$ cat src/logic/instr_exec_unused_guard.sv
/*
  Holds no logic: the whole execute unit lives in instr_exec.sv.
*/

$ cat src/common/instr_exec_pkg.sv
/*
  Constants, opcode fields and carrier types for the execute unit of the
  increment, OR, move and jump instruction group.
  Assumes a 14-bit instruction word and an 8-bit data path.
*/
package instr_exec_pkg;
  localparam int INSTR_W = 14;
  localparam int FADDR_W = 7;
  localparam int DATA_W  = 8;
  localparam int PC_W    = 13;
  localparam int JUMP_W  = 11;

  // opcode field of file and literal ops, instruction bits 13:8
  localparam logic [5:0] OP_INC_SKIP = 6'h0F;
  localparam logic [5:0] OP_INC      = 6'h0A;
  localparam logic [5:0] OP_OR_FILE  = 6'h04;
  localparam logic [5:0] OP_COPY     = 6'h08;
  localparam logic [5:0] OP_OR_LIT   = 6'h38;
  // jump opcode, instruction bits 13:11
  localparam logic [2:0] OP_JUMP     = 3'h5;

  localparam int DEST_BIT = 7;
  localparam int LATCH_HI = 4;
  localparam int LATCH_LO = 3;

  localparam logic [7:0]  W_RST    = 8'h00;
  localparam logic        Z_RST    = 1'b0;
  localparam logic [12:0] PC_RST   = 13'h0000;
  localparam logic [6:0]  ADDR_RST = 7'h00;
  localparam logic [7:0]  ONE      = 8'h01;
  localparam logic [7:0]  ZERO     = 8'h00;

  typedef enum logic [1:0] {
    ST_EXEC   = 2'b01,
    ST_SQUASH = 2'b10
  } exec_state_t;

  typedef struct packed {
    logic        incSkip;
    logic        inc;
    logic        orFile;
    logic        copy;
    logic        jump;
    logic        orLit;
    logic        dest;
    logic [6:0]  addr;
    logic [7:0]  lit;
    logic [10:0] target;
  } decode_t;
endpackage : instr_exec_pkg

$ cat src/logic/instr_exec.sv
/*
  Execute unit for increment (with and without skip), OR with literal,
  OR with file, file move and unconditional jump.
  Assumes the fetch stage presents one instruction per cycle with
  instrValid, the addressed file register value combinationally on
  fileData in the same cycle, and the program counter high latch on
  pcHighLatch. All inputs come from logic on clk.
*/
// Function
// - zero sum makes next instruction a no-op, two cycles total
// - destination bit 0 writes working reg, 1 writes file register
// - jump loads 11-bit immediate into program counter bits 10:0
// - jump loads pc bits 12:11 from latch bits 4:3, flags unchanged
// - jump takes two cycles, the fetched next instruction discarded
// - OR literal into working reg and update zero flag
// - plain increment writes destination, updates zero flag, never skips
// - OR working reg with file register to destination, update zero
// - copy file value to destination, zero flag updated either way
module instr_exec (
  input  wire logic        clk,
  input  wire logic        sys_rst,
  input  wire logic        instrValid,
  input  wire logic [13:0] instr,
  input  wire logic [7:0]  fileData,
  input  wire logic [7:0]  pcHighLatch,
  output logic      [7:0]  wReg,
  output logic             zeroFlag,
  output logic             fileWe,
  output logic      [6:0]  fileAddr,
  output logic      [7:0]  fileWdata,
  output logic             pcLoad,
  output logic      [12:0] pcTarget,
  output logic             squashed
);

  function automatic logic isZero(input logic [7:0] v);
    return v == instr_exec_pkg::ZERO;
  endfunction : isZero

  instr_exec_pkg::exec_state_t state_reg;
  instr_exec_pkg::exec_state_t state_next;
  instr_exec_pkg::decode_t     dec;

  logic       execNow;
  logic       fileOp;
  logic [7:0] sum;
  logic       sumZero;
  logic [7:0] result;
  logic       writesZ;
  logic       toFile;
  logic       toW;
  logic       takeSkip;

  // decode
  assign dec.incSkip = instr[13:8] == instr_exec_pkg::OP_INC_SKIP;
  assign dec.inc     = instr[13:8] == instr_exec_pkg::OP_INC;
  assign dec.orFile  = instr[13:8] == instr_exec_pkg::OP_OR_FILE;
  assign dec.copy    = instr[13:8] == instr_exec_pkg::OP_COPY;
  assign dec.orLit   = instr[13:8] == instr_exec_pkg::OP_OR_LIT;
  assign dec.jump    = instr[13:11] == instr_exec_pkg::OP_JUMP;
  assign dec.dest    = instr[instr_exec_pkg::DEST_BIT];
  assign dec.addr    = instr[6:0];
  assign dec.lit     = instr[7:0];
  assign dec.target  = instr[10:0];

  assign execNow = instrValid && state_reg == instr_exec_pkg::ST_EXEC;
  assign fileOp  = dec.incSkip | dec.inc | dec.orFile | dec.copy;

  // datapath
  assign sum     = fileData + instr_exec_pkg::ONE;
  assign sumZero = isZero(sum);
  assign result  = (dec.incSkip | dec.inc) ? sum :
                   dec.orFile ? (wReg | fileData) :
                   dec.orLit  ? (wReg | dec.lit) :
                   fileData;
  // increment-skip and jump leave the zero flag alone
  assign writesZ = dec.inc | dec.orFile | dec.copy | dec.orLit;
  assign toFile  = fileOp & dec.dest;
  assign toW     = dec.orLit | (fileOp & ~dec.dest);
  assign takeSkip = dec.incSkip & sumZero;

  // one squash cycle follows a taken skip or a jump
  always_comb begin
    case (state_reg)
      instr_exec_pkg::ST_EXEC: begin
        if (instrValid && (takeSkip || dec.jump)) begin
          state_next = instr_exec_pkg::ST_SQUASH;
        end else begin
          state_next = instr_exec_pkg::ST_EXEC;
        end
      end
      instr_exec_pkg::ST_SQUASH: begin
        state_next = instrValid ? instr_exec_pkg::ST_EXEC
                                : instr_exec_pkg::ST_SQUASH;
      end
      default: state_next = instr_exec_pkg::ST_EXEC;
    endcase
  end

  always_ff @(posedge clk) begin
    if (sys_rst) begin
      state_reg <= instr_exec_pkg::ST_EXEC;
    end else begin
      state_reg <= state_next;
    end
  end

  always_ff @(posedge clk) begin
    if (sys_rst) begin
      wReg     <= instr_exec_pkg::W_RST;
      zeroFlag <= instr_exec_pkg::Z_RST;
    end else if (execNow) begin
      if (toW) begin
        wReg <= result;
      end
      if (writesZ) begin
        zeroFlag <= isZero(result);
      end
    end
  end

  always_ff @(posedge clk) begin
    if (sys_rst) begin
      fileWe    <= 1'b0;
      fileAddr  <= instr_exec_pkg::ADDR_RST;
      fileWdata <= instr_exec_pkg::ZERO;
      pcLoad    <= 1'b0;
      pcTarget  <= instr_exec_pkg::PC_RST;
      squashed  <= 1'b0;
    end else begin
      fileWe    <= execNow & toFile;
      fileAddr  <= dec.addr;
      fileWdata <= result;
      pcLoad    <= execNow & dec.jump;
      pcTarget  <= {pcHighLatch[instr_exec_pkg::LATCH_HI:
                                instr_exec_pkg::LATCH_LO],
                    dec.target};
      squashed  <= instrValid &&
                   state_reg == instr_exec_pkg::ST_SQUASH;
    end
  end
endmodule : instr_exec

$ cat config.mk
export PLATFORM = sky130hd
export DESIGN_NAME = instr_exec
export DESIGN_NICKNAME = d
export VERILOG_FILES = /design/src/logic/instr_exec_unused_guard.sv /design/src/common/instr_exec_pkg.sv /design/src/logic/instr_exec.sv
export SDC_FILE = /design/constraint.sdc
export NUM_CORES = 1
export LEC_CHECK = 0
export BUFFER_PORTS_ARGS = -buffer_cell sky130_fd_sc_hd__buf_2
export CAP_MARGIN = 20
export CORE_MARGIN = 2
export CORE_UTILIZATION = 35
export CTS_BUF_LIST = sky130_fd_sc_hd__clkbuf_8
export DETAILED_ROUTE_END_ITERATION = 8
export PLACE_DENSITY = 0.68
export SYNTH_ARGS = -nofsm -noshare
export SYNTH_HDL_FRONTEND = slang
export SYNTH_SLANG_ARGS = --single-unit
$ cat constraint.sdc
create_clock -name clk -period 2.65 [get_ports clk]
set_input_delay 0.265 -clock clk [delete_from_list [all_inputs] [get_ports clk]]
set_output_delay 0.265 -clock clk [all_outputs]
set_load 0.02 [all_outputs]
==> qor.yml <==
setup_path:
  crit_type: "in -> reg"
  worst-path-max-fanout: 9
  crit_arrival_ns: 2.23
  r2r-start: "state_reg[1]"
  rrSetupSlack_ns: 1.11
  start_kind: "primary input"
  rr_endpoint: "wReg[2]"
  critical_path_required_ns: 2.83
  worstRegToRegCells: 7
  critPathCaptureType: "flop"
layout:
  area_growth_pct: 22.0
  diodes: 0
  stdcell_count: 334
  drive_above_1_share_pct: 34.8
  finalNetCount: 300
  n_fill_cell: 520
  reg_top3: "fileWdata x8, wReg x8, pcTarget x7"
sta:
  hold_viol_final: 0
  max_slew_margin_pct: 58.8
  setup-tns-final_ns: 0
  fin_worst_skew_ns: 0.0103
  tightestPinTransition_ns: 0.619
  rsz0062_at_grt: "false"
  drv_slew: 0
  period_share_pct: 77.4
  fmax_ghz: 0.488
  setup_viol: 0
  fin_crit_ns: 2.05
power:
  pwr-share-seq_pct: 49.6
  p_comb_share_pct: 17.0
  power.switching_w: 0.000323
  ir_drop_mv: 0.176
  p_int_w: 0.000792
  leakage_nw: 0.967
  power_density_mw_per_mm2: 497
  clkPwrFrac_pct: 33.4
  p_sw_share_pct: 29.0
yosys:
  syn-cell-area_mm2: 0.00184
  postSynth.asyncResetShare_pct: 0
  ys_ff_latch: 35
  syn-num-nets: 243
  synth.distinct_cells: 56
  synthFlopType: "dfxtp_1"
  synthCells: 206
  synth.avg_cell_area_um2: 8.93
  yosysSeqAreaShare_pct: 38.1
  yosys_warnings: 0
  synth_edf_count: 0
placement:
  dp_cells: 326
  dp_hpwl_um: 3420
  gp_congestion: 0.930
  numPortBuffers: 66
detailed_routing:
  vias: 1713
  wl_per_cell_um: 13.8
  route.detailed.drc: 0
  final_antenna_net_count: 0
  drt-pass1-iter-count: 4
  drt_iter0_drc: 101
  finalWirelength_um: 4620
  post_drt_via_cell_ratio: 5.13
die:
  die_area_mm2: 0.00585
  start_util_pct: 36.3
  placementRows: 26
  die_h_um: 76.5
  core_area_mm2: 0.00507
  dieWidth_um: 76.5
  io_pins: 73
global_routing:
  antenna_found_initial: 0
  grt_usage_pct: 16.2
  grt_pass1_vias: 1543
  grt_max_degree: 36
  grt.overflow.total: 0
  grt_pass1_wl_um: 7460
clock_tree:
  cts_buffers: 5
  cts_resized: 0
  cts_hold_buffers: 0
  path_clk_slew_ns: 0.07
  postCtsSetupBuffers: 0
  ctsHtreeMaxLevel: 2
  cts.path.max_buffers: 2
  cts_sinks: 35
  cts_tree: "built"
  clock_latency_ns: 0.30
  clk_root_buffer_cell: "clkbuf_8"
min_path:
  min_from: "pcHighLatch[3]"
  hold_class: "in -> reg"
  hold_path_depth: 2
  min_to: "pcTarget[11]"
run_status:
  status: "completed"
job:
  max_cap_violations: 0
## cell usage after synthesis, types with 3 or more instances
cell       n  area share (%)
nand2_1    6             1.2
a21oi_1    3            0.82
xor2_1     3             1.4
nand4_1    7             2.4
nand3_1    4             1.1
and4_1     3             1.4
or2_1      3             1.0
nor2_1    17             3.5
mux2_2     4             2.4
clkbuf_1   8             1.6
o21ai_0    5             1.4
nor3_1    14             3.8
buf_4      7             2.9
inv_1     11             2.2
ha_1       4             2.7
dfxtp_1   35              38
nor2b_1   12             4.1
o211ai_1   9             3.7
## worst max-delay path by stage
stage                start            to  cells past startpoint
6_report       fileData[0]  state_reg[0]                      8
4_1_cts        fileData[0]  state_reg[0]                      8
2_1_floorplan    instr[11]       wReg[6]                      8
3_5_place_dp   fileData[0]  state_reg[0]                      8
3_3_place_gp   fileData[0]  state_reg[0]                      8
5_1_grt        fileData[1]  state_reg[0]                      8
## cell usage in the layout (no fill, tap or decap), drive strengths merged, types with 4 or more instances in the layout
master  netlist  final
nand3         4      4
nor3         14     14
dfxtp        35     35
ha            4      4
o221ai        4      4
a21oi         4      4
o211ai        9      9
or2           4      4
nor2         19     19
nand4         7      7
mux2          6      6
nor2b        12     12
o21ai         6      6
nand2         7      7
clkbuf        8      5
buf          10     68
inv          11     13
## worst max-delay path: stages
cell and delay [ns]:
buf_2 0.19, ha_1 0.16, or3b_2 0.43, a2111oi_0 0.32, nand4_1 0.13, o21ai_0 0.31, a21boi_0 0.14, a2111o_1 0.29
## power by group through the flow
stage	combinational (W)	clock (W)	sequential, W
after floorplan	0.0000977	0	0.000592
after global placement	0.000187	0	0.000565
after detailed placement	0.000189	0	0.000565
after CTS	0.000190	0.000386	0.000554
after global routing	0.000206	0.000409	0.000556
final	0.000189	0.000373	0.000554
## per-layer routing
metal,vias up,global-route usage [%],share of wire (%)
met4,0,6.55,2.4
met5,-,0,0
li1,849,-,-
met3,8,5.09,8.8
met1,790,20.7,44
met2,66,25.4,45
## area by class of cell
class	instances	area, um^2	share of cell area, %
Tap cell	70	87.6	3.90
Sequential cell	35	701	31.2
Clock buffer	5	68.8	3.07
Clock inverter	3	12.5	0.557
Timing Repair Buffer	68	345	15.4
Inverter	11	41.3	1.84
Multi-Input combinational cell	142	988	44.0
## kinds of logic after synthesis
group | after synthesis | synth area share, %
and+or+nand+nor | 85 | 26.0
AOI/OAI and AO/OA | 40 | 17.5
DFF | 35 | 38.1
buffers and inverters | 29 | 8.23
muxes | 8 | 5.17
xor gates and xnor gates | 5 | 2.38
adders and majority gates | 4 | 2.72
## per-stage QoR
stage | util [%] | setup WS (ns) | hold WS [ns] | power (W) | area [um^2]
final | 44.2 | 0.600 | 0.178 | 0.00112 | 2240
after global routing | 44.2 | 0.485 | 0.205 | 0.00117 | 2240
after CTS | 44.2 | 0.600 | 0.172 | 0.00113 | 2240
after detailed placement | 42.6 | 0.282 | 0.480 | 0.000754 | 2160
after global placement | 42.6 | 0.308 | 0.476 | 0.000752 | 2160
after floorplan | - | 0.713 | 0.393 | 0.000690 | 1840
No activity file was read; power rests on OpenSTA's default activity.
